`src/hw/ppfs_pkg.sv`:
```
// Package for the port pin function select block: register map, fields, carriers.
package ppfs_pkg;

  localparam int unsigned ADDR_W = 12;
  localparam int unsigned DATA_W = 32;
  localparam int unsigned REG_W = 16;
  localparam int unsigned LOW_PINS = 8;
  localparam int unsigned PB_PINS = 10;

  // Byte addresses of the two registers on APB
  localparam logic [ADDR_W-1:0] OFS_LOW_FUNC = 12'h000;
  localparam logic [ADDR_W-1:0] OFS_PB_DIR = 12'h004;

  // Reset values, taken on external power-on reset only
  localparam logic [REG_W-1:0] LOW_FUNC_RESET = 16'h0000;
  localparam logic [REG_W-1:0] PB_DIR_RESET = 16'h0000;

  // Bits that hold state; every other bit reads as zero
  localparam logic [REG_W-1:0] LOW_FUNC_WMASK = 16'hfd75;
  localparam logic [REG_W-1:0] PB_DIR_WMASK = 16'h03ff;
  localparam logic [REG_W-1:0] PB_DIR_REDUCED_WMASK = 16'h03fc;

  // Field positions in the low function register
  localparam int unsigned PIN7_LSB = 14;
  localparam int unsigned PIN6_LSB = 12;
  localparam int unsigned PIN5_LSB = 10;
  localparam int unsigned PIN4_BIT = 8;
  localparam int unsigned PIN3_BIT = 6;
  localparam int unsigned PIN2_LSB = 4;
  localparam int unsigned PIN1_BIT = 2;
  localparam int unsigned PIN0_BIT = 0;

  // Two-bit route codes
  typedef enum logic [1:0] {
    PPFS_CODE_GPIO = 2'h0,
    PPFS_CODE_ALT1 = 2'h1,
    PPFS_CODE_ALT2 = 2'h2,
    PPFS_CODE_ALT3 = 2'h3
  } ppfs_code_t;

  typedef struct packed {
    logic psel;
    logic penable;
    logic pwrite;
    logic [ADDR_W-1:0] paddr;
    logic [DATA_W-1:0] pwdata;
  } ppfs_apb_req_t;

  typedef struct packed {
    logic pready;
    logic pslverr;
    logic [DATA_W-1:0] prdata;
  } ppfs_apb_rsp_t;

  // One select per pin function; gpio[n] means low pin n is general I/O
  typedef struct packed {
    logic [LOW_PINS-1:0] gpio;
    logic timer_clock_in_b;
    logic timer_clock_in_a;
    logic chip_select_3_out;
    logic chip_select_2_out;
    logic serial_clock_ch1;
    logic dma_request_in_1;
    logic interrupt_request_in_1;
    logic serial_tx_ch1;
    logic serial_rx_ch1;
    logic serial_clock_ch0;
    logic dma_request_in_0;
    logic interrupt_request_in_0;
    logic serial_tx_ch0;
    logic serial_rx_ch0;
  } ppfs_route_t;

endpackage

```
`src/hw/ppfs_route.sv`:
```
// Decoder from the low function register and the operating mode to pin routes.
`timescale 1ns/10ps
module ppfs_route (
  input wire logic [ppfs_pkg::REG_W-1:0] func,
  input wire logic single_chip,
  output ppfs_pkg::ppfs_route_t route
);

  function automatic ppfs_pkg::ppfs_code_t field2(
    input logic [ppfs_pkg::REG_W-1:0] f,
    input int unsigned lsb
  );
    field2 = ppfs_pkg::ppfs_code_t'(f[lsb +: 2]);
  endfunction

  ppfs_pkg::ppfs_code_t code7;
  ppfs_pkg::ppfs_code_t code6;
  ppfs_pkg::ppfs_code_t code5;
  ppfs_pkg::ppfs_code_t code2;

  assign code7 = field2(func, ppfs_pkg::PIN7_LSB);
  assign code6 = field2(func, ppfs_pkg::PIN6_LSB);
  assign code5 = field2(func, ppfs_pkg::PIN5_LSB);
  assign code2 = field2(func, ppfs_pkg::PIN2_LSB);

  // Bus-side functions fall back to general I/O in single-chip mode;
  // reserved codes also land on general I/O so a pin is never left floating
  always_comb begin
    route = '0;
    case (code7)
      ppfs_pkg::PPFS_CODE_ALT1: route.timer_clock_in_b = 1'b1;
      ppfs_pkg::PPFS_CODE_ALT2: begin
        route.chip_select_3_out = !single_chip;
        route.gpio[7] = single_chip;
      end
      default: route.gpio[7] = 1'b1;
    endcase
    case (code6)
      ppfs_pkg::PPFS_CODE_ALT1: route.timer_clock_in_a = 1'b1;
      ppfs_pkg::PPFS_CODE_ALT2: begin
        route.chip_select_2_out = !single_chip;
        route.gpio[6] = single_chip;
      end
      default: route.gpio[6] = 1'b1;
    endcase
    case (code5)
      ppfs_pkg::PPFS_CODE_ALT1: route.serial_clock_ch1 = 1'b1;
      ppfs_pkg::PPFS_CODE_ALT2: begin
        route.dma_request_in_1 = !single_chip;
        route.gpio[5] = single_chip;
      end
      ppfs_pkg::PPFS_CODE_ALT3: route.interrupt_request_in_1 = 1'b1;
      default: route.gpio[5] = 1'b1;
    endcase
    route.serial_tx_ch1 = func[ppfs_pkg::PIN4_BIT];
    route.gpio[4] = !func[ppfs_pkg::PIN4_BIT];
    route.serial_rx_ch1 = func[ppfs_pkg::PIN3_BIT];
    route.gpio[3] = !func[ppfs_pkg::PIN3_BIT];
    case (code2)
      ppfs_pkg::PPFS_CODE_ALT1: route.serial_clock_ch0 = 1'b1;
      ppfs_pkg::PPFS_CODE_ALT2: begin
        route.dma_request_in_0 = !single_chip;
        route.gpio[2] = single_chip;
      end
      ppfs_pkg::PPFS_CODE_ALT3: route.interrupt_request_in_0 = 1'b1;
      default: route.gpio[2] = 1'b1;
    endcase
    route.serial_tx_ch0 = func[ppfs_pkg::PIN1_BIT];
    route.gpio[1] = !func[ppfs_pkg::PIN1_BIT];
    route.serial_rx_ch0 = func[ppfs_pkg::PIN0_BIT];
    route.gpio[0] = !func[ppfs_pkg::PIN0_BIT];
  end

endmodule

```
`src/hw/ppfs_top.sv`:
```
// Port pin function select: APB registers, low-pin routing and second-port direction.
//
// The APB slave port and the register addresses were decided locally.
`timescale 1ns/10ps
module ppfs_top #(
  parameter bit REDUCED_PINS = 1'b0
) (
  input wire logic core_clk,
  input wire logic rstn,
  input ppfs_pkg::ppfs_apb_req_t apb_req,
  input wire logic single_chip_mode,
  input wire logic [ppfs_pkg::PB_PINS-1:0] pb_gpio_mode,
  output ppfs_pkg::ppfs_apb_rsp_t apb_rsp,
  output ppfs_pkg::ppfs_route_t pin_route,
  output logic [ppfs_pkg::PB_PINS-1:0] pb_output_en,
  output logic [ppfs_pkg::REG_W-1:0] low_pin_function_reg,
  output logic [ppfs_pkg::REG_W-1:0] second_port_direction_reg
);

  localparam logic [ppfs_pkg::REG_W-1:0] DIR_MASK =
    REDUCED_PINS ? ppfs_pkg::PB_DIR_REDUCED_WMASK : ppfs_pkg::PB_DIR_WMASK;
  localparam int unsigned PAD_W = ppfs_pkg::DATA_W - ppfs_pkg::REG_W;

  function automatic logic hit(
    input logic [ppfs_pkg::ADDR_W-1:0] a,
    input logic [ppfs_pkg::ADDR_W-1:0] ofs
  );
    hit = (a == ofs);
  endfunction

  logic sc_meta;
  logic sc_sync;
  logic access;
  logic done;
  logic wr_low;
  logic wr_dir;
  logic mapped;
  logic [ppfs_pkg::REG_W-1:0] next_low_func;
  logic [ppfs_pkg::REG_W-1:0] next_dir;
  logic [ppfs_pkg::REG_W-1:0] rd_word;
  ppfs_pkg::ppfs_route_t next_route;

  // The mode strap comes from a pin, so it is synchronised first
  always_ff @(posedge core_clk or negedge rstn) begin
    if (!rstn) begin
      sc_meta <= 1'b0;
      sc_sync <= 1'b0;
    end else begin
      sc_meta <= single_chip_mode;
      sc_sync <= sc_meta;
    end
  end

  // One wait state: pready is a flop, so the slave cannot answer in the first access cycle
  assign access = apb_req.psel && apb_req.penable;
  assign done = access && apb_rsp.pready;
  assign mapped = hit(apb_req.paddr, ppfs_pkg::OFS_LOW_FUNC) ||
                  hit(apb_req.paddr, ppfs_pkg::OFS_PB_DIR);
  assign wr_low = done && apb_req.pwrite && hit(apb_req.paddr, ppfs_pkg::OFS_LOW_FUNC);
  assign wr_dir = done && apb_req.pwrite && hit(apb_req.paddr, ppfs_pkg::OFS_PB_DIR);

  // Only writable bits are stored, so reserved bits can never read back as one
  always_comb begin
    next_low_func = low_pin_function_reg;
    next_dir = second_port_direction_reg;
    if (wr_low) begin
      next_low_func = apb_req.pwdata[ppfs_pkg::REG_W-1:0] & ppfs_pkg::LOW_FUNC_WMASK;
    end
    if (wr_dir) begin
      next_dir = apb_req.pwdata[ppfs_pkg::REG_W-1:0] & DIR_MASK;
    end
  end

  always_comb begin
    rd_word = '0;
    if (hit(apb_req.paddr, ppfs_pkg::OFS_LOW_FUNC)) begin
      rd_word = low_pin_function_reg;
    end else if (hit(apb_req.paddr, ppfs_pkg::OFS_PB_DIR)) begin
      rd_word = second_port_direction_reg;
    end
  end

  // Watchdog, standby and sleep are deliberately not inputs here:
  // only the power-on reset may clear the configuration
  always_ff @(posedge core_clk or negedge rstn) begin
    if (!rstn) begin
      low_pin_function_reg <= ppfs_pkg::LOW_FUNC_RESET;
    end else begin
      low_pin_function_reg <= next_low_func;
    end
  end

  always_ff @(posedge core_clk or negedge rstn) begin
    if (!rstn) begin
      second_port_direction_reg <= ppfs_pkg::PB_DIR_RESET;
    end else begin
      second_port_direction_reg <= next_dir;
    end
  end

  always_ff @(posedge core_clk or negedge rstn) begin
    if (!rstn) begin
      apb_rsp <= '0;
    end else begin
      apb_rsp.pready <= access && !apb_rsp.pready;
      apb_rsp.pslverr <= access && !apb_rsp.pready && !mapped;
      if (access && !apb_rsp.pready && !apb_req.pwrite) begin
        apb_rsp.prdata <= {{PAD_W{1'b0}}, rd_word};
      end else begin
        apb_rsp.prdata <= '0;
      end
    end
  end

  ppfs_route u_route (
    .func(next_low_func),
    .single_chip(sc_sync),
    .route(next_route)
  );

  // Routes are fed from next values so a write shows on the pins at its own edge
  always_ff @(posedge core_clk or negedge rstn) begin
    if (!rstn) begin
      pin_route <= '0;
      pin_route.gpio <= '1;
    end else begin
      pin_route <= next_route;
    end
  end

  // A direction bit only drives while the pin is general I/O
  always_ff @(posedge core_clk or negedge rstn) begin
    if (!rstn) begin
      pb_output_en <= '0;
    end else begin
      pb_output_en <= next_dir[ppfs_pkg::PB_PINS-1:0] & pb_gpio_mode;
    end
  end
endmodule
```
`config.mk`:
```
export PLATFORM = sky130hd
export DESIGN_NAME = ppfs_top
export DESIGN_NICKNAME = d
export VERILOG_FILES = /design/src/hw/ppfs_pkg.sv /design/src/hw/ppfs_route.sv /design/src/hw/ppfs_top.sv
export SDC_FILE = /design/constraint.sdc
export NUM_CORES = 1
export LEC_CHECK = 0
export BUFFER_PORTS_ARGS = -buffer_cell sky130_fd_sc_hd__buf_2
export CELL_PAD_IN_SITES_DETAIL_PLACEMENT = 1
export CELL_PAD_IN_SITES_GLOBAL_PLACEMENT = 2
export CORE_UTILIZATION = 26
export DETAILED_ROUTE_END_ITERATION = 8
export PLACE_DENSITY = 0.77
export RECOVER_POWER = 50
export SETUP_SLACK_MARGIN = 0.5
export SLEW_MARGIN = 20
export SYNTH_ARGS = -nofsm -noshare
export SYNTH_HDL_FRONTEND = slang
export SYNTH_SLANG_ARGS = --single-unit
```
`constraint.sdc`:
```
create_clock -name core_clk -period 2.1 [get_ports core_clk]
set_clock_uncertainty 0.2 [all_clocks]
set_input_delay 0.21 -clock core_clk [delete_from_list [all_inputs] [get_ports core_clk]]
set_output_delay 0.21 -clock core_clk [all_outputs]
set_load 0.02 [all_outputs]
```
After elaboration in Yosys (flattened, before gate mapping)
Cells that the tools add are included.
- memories: 0
- input port bits: 60
- latch bits: 0
- flip-flop bits (word level): 74
- output and inout bits: 98
- bits in read-only memories: 0
- bits in writable memories: 0
- $lt $le $gt $ge: 0
- reductions and logical operators: 20
- div/mod/pow operators: 0
- multiply operators: 0
- multiplexer cells: 19
- equal/unequal tests: 11
- $add $sub $neg: 0
- bitwise logic cells: 1
- shift-type cells: 0
- operators with widths (kind ; count):
    2-to-1 mux 16 bit ; 3
    2-to-1 mux 10 bit ; 2
    == test 12 x 3 -> 1 bit (second input constant) ; 1
    == test 2 bit (second input constant) ; 6
    logical NOT 12 bit ; 1
    bitwise AND 10 bit ; 1
    2-to-1 mux 1 bit ; 10
    == test 2 x 1 -> 1 bit (second input constant) ; 4
    logical AND 1 bit ; 8
    logical NOT 1 bit ; 8
    case mux 1 bit (2 select lines) ; 4
    OR reduction 2 bit ; 2
    logical OR 1 bit ; 1

Longest topological paths before layout
Gate-level depths: netlist (run 1).
- word-level depth: 8
- mapped depth: 6
- depth with buffers taken out: 4

Cells and area by module
From an unflattened synthesis (run 1), not the netlist that was laid out.
- cell total of the unflattened synthesis: 229
- area, all modules: 3016.6 um2
- by module, submodules not included (module ; times used ; cells an instance ; area an instance (um2) ; seq. area each (um2)):
    ppfs_top ; 1 ; 206 ; 2872.8 ; 1961.9
    ppfs_route ; 1 ; 23 ; 143.9 ; 0.0

Worst setup path before layout (run 1)
No wires, ideal clock.
- kind: input -> register
- from: input port apb_req[33] (netlist name)
- to: register pb_output_en[0] (netlist name)
- data required time: 1.781 ns
- library setup time: 0.119 ns
- stages: 4
- slack: -0.108 ns
- data arrival time: 1.889 ns
- cell sequence: or4b_2 -> nor4_4 -> mux2_2 -> and2_1
- cells in the longest elaborated chain, start to end: 4
- RTL lines (what ; RTL line ; RTL):
    start: declaration ; ppfs_top.sv:10 ; input ppfs_pkg::ppfs_apb_req_t apb_req,
    == test 12 x 3 -> 1 bit ; ppfs_top.sv:28 ; hit = (a == ofs);
    logical AND 1 bit ; ppfs_top.sv:60 ; assign wr_dir = done && apb_req.pwrite && hit(apb_req.paddr, ppfs_pkg::OFS_PB_DIR);
    2-to-1 mux 10 bit ; ppfs_top.sv:69 ; if (wr_dir) begin
    via next_dir, one bit ; ppfs_top.sv:39 ; logic [ppfs_pkg::REG_W-1:0] next_dir;
    bitwise AND 10 bit ; ppfs_top.sv:136 ; pb_output_en <= next_dir[ppfs_pkg::PB_PINS-1:0] & pb_gpio_mode;
    end signal: assignment ; ppfs_top.sv:136 ;
    end: declaration ; ppfs_top.sv:15 ; output logic [ppfs_pkg::PB_PINS-1:0] pb_output_en,
The timed path passes the listed nets, and every way through them passes these cells.

==> flow_summary.json, run 1 <==
{
  "synth_commonest_cells": "62 x dfrtp_1, 30 x buf_4, 20 x and2_1, 16 x nand2_1, 13 x mux2_2",
  "comb_power_share_pct": 6.9,
  "path_clk_slew_ns": 0.08,
  "setup_viol": 0,
  "critPathMostFrequentCell": "or4_4",
  "stdcell_area_mm2": 0.004334,
  "syn_to_final_growth_pct": 53.61,
  "die_area_mm2": 0.01127,
  "fin_util_pct": 41.61,
  "power.leakage_uw": 0.002238,
  "synthXorXnorAreaFrac_pct": 0,
  "core_mm2": 0.01042,
  "clock_sinks": 70,
  "ys_warn_count": 0,
  "peakVddDrop_v": 0.0003318,
  "first_iter_violations": 47,
  "grt_pass1_vias": 2225,
  "reg2reg_setup_slack_ns": 0.18,
  "fmax_ghz": 0.5178,
  "synth_flop_cell": "dfrtp_1",
  "p_int_uw": 2231,
  "critPathMaxStageDelay_ns": 0.64,
  "die_x_um": 106.2,
  "synth_edf_count": 0,
  "maxSlewHeadroom_pct": 38.30,
  "cp-end-kind": "flip-flop",
  "drt-pass1-iter-count": 3,
  "muxShareOfSynthArea_pct": 8.914,
  "drt_wl_total_um": 7498,
  "p_switching_uw": 645.7,
  "yosys.area_share.simple_pct": 15.79,
  "finalHoldViolCount": 0,
  "drive_above_1_share_pct": 42.82,
  "cts_buffers": 9,
  "cp-endpoint": "pin_route[19]",
  "p_seq_share_pct": 47.1,
  "synth-compound-area-share_pct": 3.104,
  "overflow": 0,
  "synthAdderAreaFrac_pct": 0,
  "drcViolationCount": 0,
  "crit_buf_inv": 1,
  "clockPowerShare_pct": 46.0,
  "netlist_instances": 214,
  "ys_ff_latch": 70,
  "ff_latch_area_mm2": 0.001762,
  "synth_largest_area_cell": "dfrtp_1",
  "tightestPinTransition_ns": 0.9256,
  "r2r.worst_path.cells": 5,
  "dpl_cell_area_mm2": 0.003626,
  "dp_hpwl_um": 4983,
  "post-route-period-util_pct": 91.97,
  "root_buffer": "clkbuf_8",
  "crit_cells": 5,
  "ys_top_cells_by_area": "dfrtp_1 55%, buf_4 8.0%, dfstp_2 7.5%",
  "htreeDepth": 3,
  "die-height_um": 106.2,
  "startpoint": "apb_req[41]",
  "worstPathArrival_ns": 2.01,
  "period_needed_ns": 1.931,
  "multi_input_area_mm2": 0.001026,
  "routedWlPerCell_um": 14.25,
  "regToRegEndpoint": "pin_route[19]",
  "rsz0062_at_grt": "true",
  "cts_tree": "done",
  "cp_slowest_cell": "or4_4",
  "outcome": "complete, no violations",
  "syn_area_mm2": 0.002821,
  "vias": 2188,
  "cp_top_family": "simple AND/OR/NAND/NOR gates",
  "crit_type": "input port to flip-flop",
  "cts_buffer_depth": 2,
  "path_cells": "buf_6 > or4_4 > or4_4 > mux2_4 > a21oi_2",
  "finalWeightedCongestion": 0.6971,
  "pin_count": 158,
  "via_per_inst": 4.160,
  "synth_seq_area_share_pct": 62.44,
  "clk_latency_ns": 0.34,
  "async_reset_ff_share_pct": 100.0,
  "final_max_slew_viol_count": 0,
  "grt_max_degree": 71,
  "grt_antenna_before_repair": 0,
  "grt_usage_pct": 13.83,
  "nNetsFinal": 445,
  "hold_class": "input port to flip-flop",
  "port_buffers": 115,
  "crit_fanout": 5,
  "synth_top_area_share_pct": 54.99,
  "syn-mean-instance-area_um2": 13.18,
  "worst_setup_path_start_kind": "input port",
  "r2r_start": "apb_rsp[33]",
  "ant_nets": 0,
  "synthDistinctLibCells": 31,
  "initial_utilization_pct": 27.09,
  "synth_most_common_cell": "dfrtp_1",
  "swShare_pct": 22.45,
  "powerDensity_mw_per_mm2": 663.7,
  "drv_cap": 0,
  "synth_top_family_by_area": "simple AND/OR/NAND/NOR gates",
  "grt_pass1_wl_um": 11640,
  "required_ns": 2.18,
  "fillers": 1150,
  "n_antenna_cell": 0,
  "rows": 37
}
worst register-to-register path, cell delays in order, from the launching register on:
cell and delay [ns]:
dfrtp_1 0.37, nand4_1 0.11, buf_6 0.15, or4_4 0.55, mux2_4 0.34, a21oi_2 0.13
logic make-up (layout without fill, tap and decap cells):
| family | after synthesis | after routing |
|---|---|---|
| AND/OR/NAND/NOR | 70 | 71 |
| multiplexers | 22 | 22 |
| other | 1 | 26 |
| AO/OA/AOI/OAI | 11 | 11 |
| buffers and inverters | 40 | 190 |
| flip-flops | 70 | 70 |
metal layers:
metal | track usage, % | wire length [µm]
met1 | 17.19 | 3191
met2 | 23.10 | 3775
met3 | 2.514 | 405
met4 | 6.647 | 126
met5 | 0 | 0
power groups by stage:
stage	Combinational [µW]	Clock, µW	Sequential [µW]
6_report	198	1320	1360
5_1_grt	218	1410	1360
4_1_cts	198	1370	1360
3_5_place_dp	149	0	1380
3_3_place_gp	146	0	1380
2_1_floorplan	93.1	0	1380
worst min path at each step:
stage                      startpoint      endpoint  slack (ns)  depth (start not counted)
final                     apb_req[32]   apb_rsp[32]        0.05                          3
after global routing      apb_req[33]   apb_rsp[32]        0.04                          3
after CTS                 apb_req[32]   apb_rsp[32]        0.02                          3
after detailed placement         rstn  pin_route[7]        0.07                          2
after global placement           rstn  pin_route[7]        0.06                          2
after floorplan                  rstn    apb_rsp[0]       -0.29                          0
timing repair:
| item | in CTS | in global routing |
|---|---|---|
| gates cloned | 2 | 0 |
| resized for setup | 16 | 11 |
| pin swaps | 6 | 7 |
| endpoints found under the hold margin | 118 | 0 |
| hold buffers | 29 | 0 |
| endpoints found under the setup margin | 67 | 67 |
| setup buffers | 4 | 4 |
layout by cell type, fill, tap and decap left out, types with 5 or more instances in the layout:
| master | n |
|---|---|
| dfrtp_1 | 62 |
| nand3b_1 | 9 |
| clkbuf_1 | 34 |
| conb_1 | 26 |
| and2_1 | 18 |
| mux2_2 | 10 |
| buf_2 | 80 |
| dfstp_2 | 8 |
| buf_4 | 10 |
| nand2_1 | 16 |
| clkbuf_8 | 9 |
| a22o_1 | 6 |
| dlygate4sd3_1 | 29 |
| or4_4 | 5 |
| inv_1 | 6 |
| mux2_4 | 6 |
| buf_6 | 9 |
stage by stage:
stage	std cells	hold slack, ns	setup TNS (ns)	setup slack, ns	power (µW)
5_1_grt	526	0.04416	0	0.1166	2990
4_1_cts	522	0.01741	0	0.1428	2924
3_5_place_dp	471	0.06862	-6.559	-0.2391	1531
6_report	526	0.04861	0	0.1687	2876
3_3_place_gp	471	0.06137	-5.179	-0.2009	1528
2_1_floorplan	239	-0.2856	-0.9520	-0.08266	1477
area by class of cell:
class	instances	area share (%)
Sequential cell	70	40.65
Timing Repair Buffer	168	25.61
Multi-Input combinational cell	130	23.67
Tap cell	136	3.926
Clock buffer	9	2.858
Clock inverter	7	2.771
Inverter	6	0.5196
No activity file was read; power rests on OpenSTA's default activity.
==> inputs of run 2 (changes only) <==
--- a/config.mk
+++ b/config.mk
@@ -10,10 +10,12 @@
 export CELL_PAD_IN_SITES_GLOBAL_PLACEMENT = 2
 export CORE_UTILIZATION = 26
 export DETAILED_ROUTE_END_ITERATION = 8
+export HOLD_SLACK_MARGIN = 0.06
 export PLACE_DENSITY = 0.77
 export RECOVER_POWER = 50
 export SETUP_SLACK_MARGIN = 0.5
-export SLEW_MARGIN = 20
+export SKIP_LAST_GASP = 1
+export SLEW_MARGIN = 0
 export SYNTH_ARGS = -nofsm -noshare
 export SYNTH_HDL_FRONTEND = slang
 export SYNTH_SLANG_ARGS = --single-unit
==> flow_summary.json, run 2 (same netlist as run 1, synthesis figures left out) <==
{
  "outcome": "complete, no violations",
  "htreeDepth": 3,
  "p_seq_share_pct": 47.1,
  "drv_cap": 0,
  "setup_viol": 0,
  "overflow": 0,
  "clk_latency_ns": 0.34,
  "die-height_um": 106.2,
  "instances_no_fill": 528,
  "drt-pass1-iter-count": 3,
  "p_switching_uw": 645.8,
  "rsz0062_at_grt": "true",
  "post-route-period-util_pct": 92.08,
  "first_iter_violations": 44,
  "comb_power_share_pct": 7.0,
  "grt_pass1_vias": 2238,
  "worstPathArrival_ns": 2.01,
  "crit_type": "input port to flip-flop",
  "required_ns": 2.18,
  "vias": 2196,
  "die_x_um": 106.2,
  "root_buffer": "clkbuf_8",
  "startpoint": "apb_req[41]",
  "power.leakage_uw": 0.002247,
  "most-common-layout-cells": "80 x buf_2, 62 x dfrtp_1, 34 x clkbuf_1",
  "rows": 37,
  "path_cells": "buf_6 > or4_4 > or4_4 > mux2_4 > a21oi_2",
  "n_antenna_cell": 0,
  "grt_antenna_before_repair": 0,
  "swShare_pct": 22.43,
  "finalWeightedCongestion": 0.6971,
  "cts_buffers": 9,
  "drcViolationCount": 0,
  "via_per_inst": 4.159,
  "regToRegEndpoint": "pin_route[19]",
  "critPathMostFrequentCell": "or4_4",
  "grt_max_degree": 71,
  "powerDensity_mw_per_mm2": 661.2,
  "cts_buffer_depth": 2,
  "worst_setup_path_start_kind": "input port",
  "final_common_cell": "buf_2",
  "cts_tree": "done",
  "clockPowerShare_pct": 45.9,
  "nNetsFinal": 447,
  "reg2reg_setup_slack_ns": 0.19,
  "cp_slowest_cell": "or4_4",
  "r2r.worst_path.cells": 5,
  "fmax_ghz": 0.5171,
  "drt_wl_total_um": 7575,
  "grt_usage_pct": 13.89,
  "finalHoldViolCount": 0,
  "crit_fanout": 5,
  "final_max_slew_viol_count": 0,
  "hold_class": "input port to flip-flop",
  "initial_utilization_pct": 27.09,
  "ant_nets": 0,
  "syn_to_final_growth_pct": 54.32,
  "tightestPinTransition_ns": 0.9256,
  "dp_cells": 471,
  "routedWlPerCell_um": 14.35,
  "cp-endpoint": "pin_route[19]",
  "fillers": 1153,
  "maxSlewHeadroom_pct": 38.29,
  "critPathMaxStageDelay_ns": 0.64,
  "grt_pass1_wl_um": 11700,
  "p_int_uw": 2233,
  "drive_above_1_share_pct": 42.60,
  "port_buffers": 115,
  "die_area_mm2": 0.01127,
  "stdcell_area_mm2": 0.004354,
  "peakVddDrop_v": 0.0003318,
  "dp_hpwl_um": 4983,
  "r2r_start": "apb_rsp[33]",
  "period_needed_ns": 1.934,
  "path_clk_slew_ns": 0.08,
  "dpl_cell_area_mm2": 0.003626,
  "clock_sinks": 70,
  "pin_count": 158,
  "cp-end-kind": "flip-flop",
  "core_mm2": 0.01042
}
==> run 2: cell types whose count changed in the layout (fill, tap and decap cells not counted), sizes merged <==
| cell | delta |
|---|---|
| dlygate4sd3 | +2 |
==> run 2: how the worst min path moves through the flow <==
stage | startpoint | to | cells after the start
floorplan | rstn | apb_rsp[0] | 0
global placement | rstn | pin_route[7] | 2
detailed placement | rstn | pin_route[7] | 2
CTS | apb_req[45] | apb_rsp[33] | 3
global route | apb_req[46] | apb_rsp[33] | 3
finish | apb_req[45] | apb_rsp[33] | 3
==> run 2: repair_timing <==
item                                    in CTS  in global routing
hold endpoints to repair                   119                  0
endpoints found under the setup margin      67                 67
gates cloned                                 2                  0
hold buffers                                31                  0
setup buffers                                4                  4
resized for setup                           16                 11
pin swaps                                    6                  7
==> run 2: per-stage QoR <==
stage	setup WS (ns)	hold slack (ns)	util [%]	total power [µW]	TNS, ns
2_1_floorplan	-0.08266	-0.2856	-	1477	-0.9520
3_3_place_gp	-0.2009	0.06137	34.81	1528	-5.179
3_5_place_dp	-0.2391	0.06862	34.81	1531	-6.559
4_1_cts	0.1428	0.1048	41.30	2927	0
5_1_grt	0.1141	0.1492	41.80	2993	0
6_report	0.1662	0.1302	41.80	2879	0
==> run 2: layout make-up <==
class                           instances  area (µm²)  area share, %
Sequential cell                        70        1762          40.46
Inverter                                6       22.52         0.5172
Clock buffer                            9       123.9          2.845
Tap cell                              136       170.2          3.908
Timing Repair Buffer                  170        1130          25.95
Multi-Input combinational cell        130        1026          23.56
Clock inverter                          7       120.1          2.759
==> run 2: critical path: cells and delay by family <==
kind                   cells  cell delay, ns
AO/OA/AOI/OAI              1            0.13
buffers and inverters      1            0.09
multiplexers               1            0.34
AND/OR/NAND/NOR            2            1.24
==> run 2: per-layer routing <==
metal	GRT usage [%]	routed length, µm	vias to the layer above
met4	6.647	108	0
li1	-	-	1015
met1	17.19	3209	1084
met5	0	0	-
met2	23.33	3858	89
met3	2.514	399	8
==> run 2: power by group through the flow <==
stage / sequential (µW) / clock [µW] / combinational (µW)
4_1_cts: 1360 / 1370 / 201
3_5_place_dp: 1380 / 0 / 149
5_1_grt: 1360 / 1410 / 222
3_3_place_gp: 1380 / 0 / 146
2_1_floorplan: 1380 / 0 / 93.1
6_report: 1360 / 1320 / 202
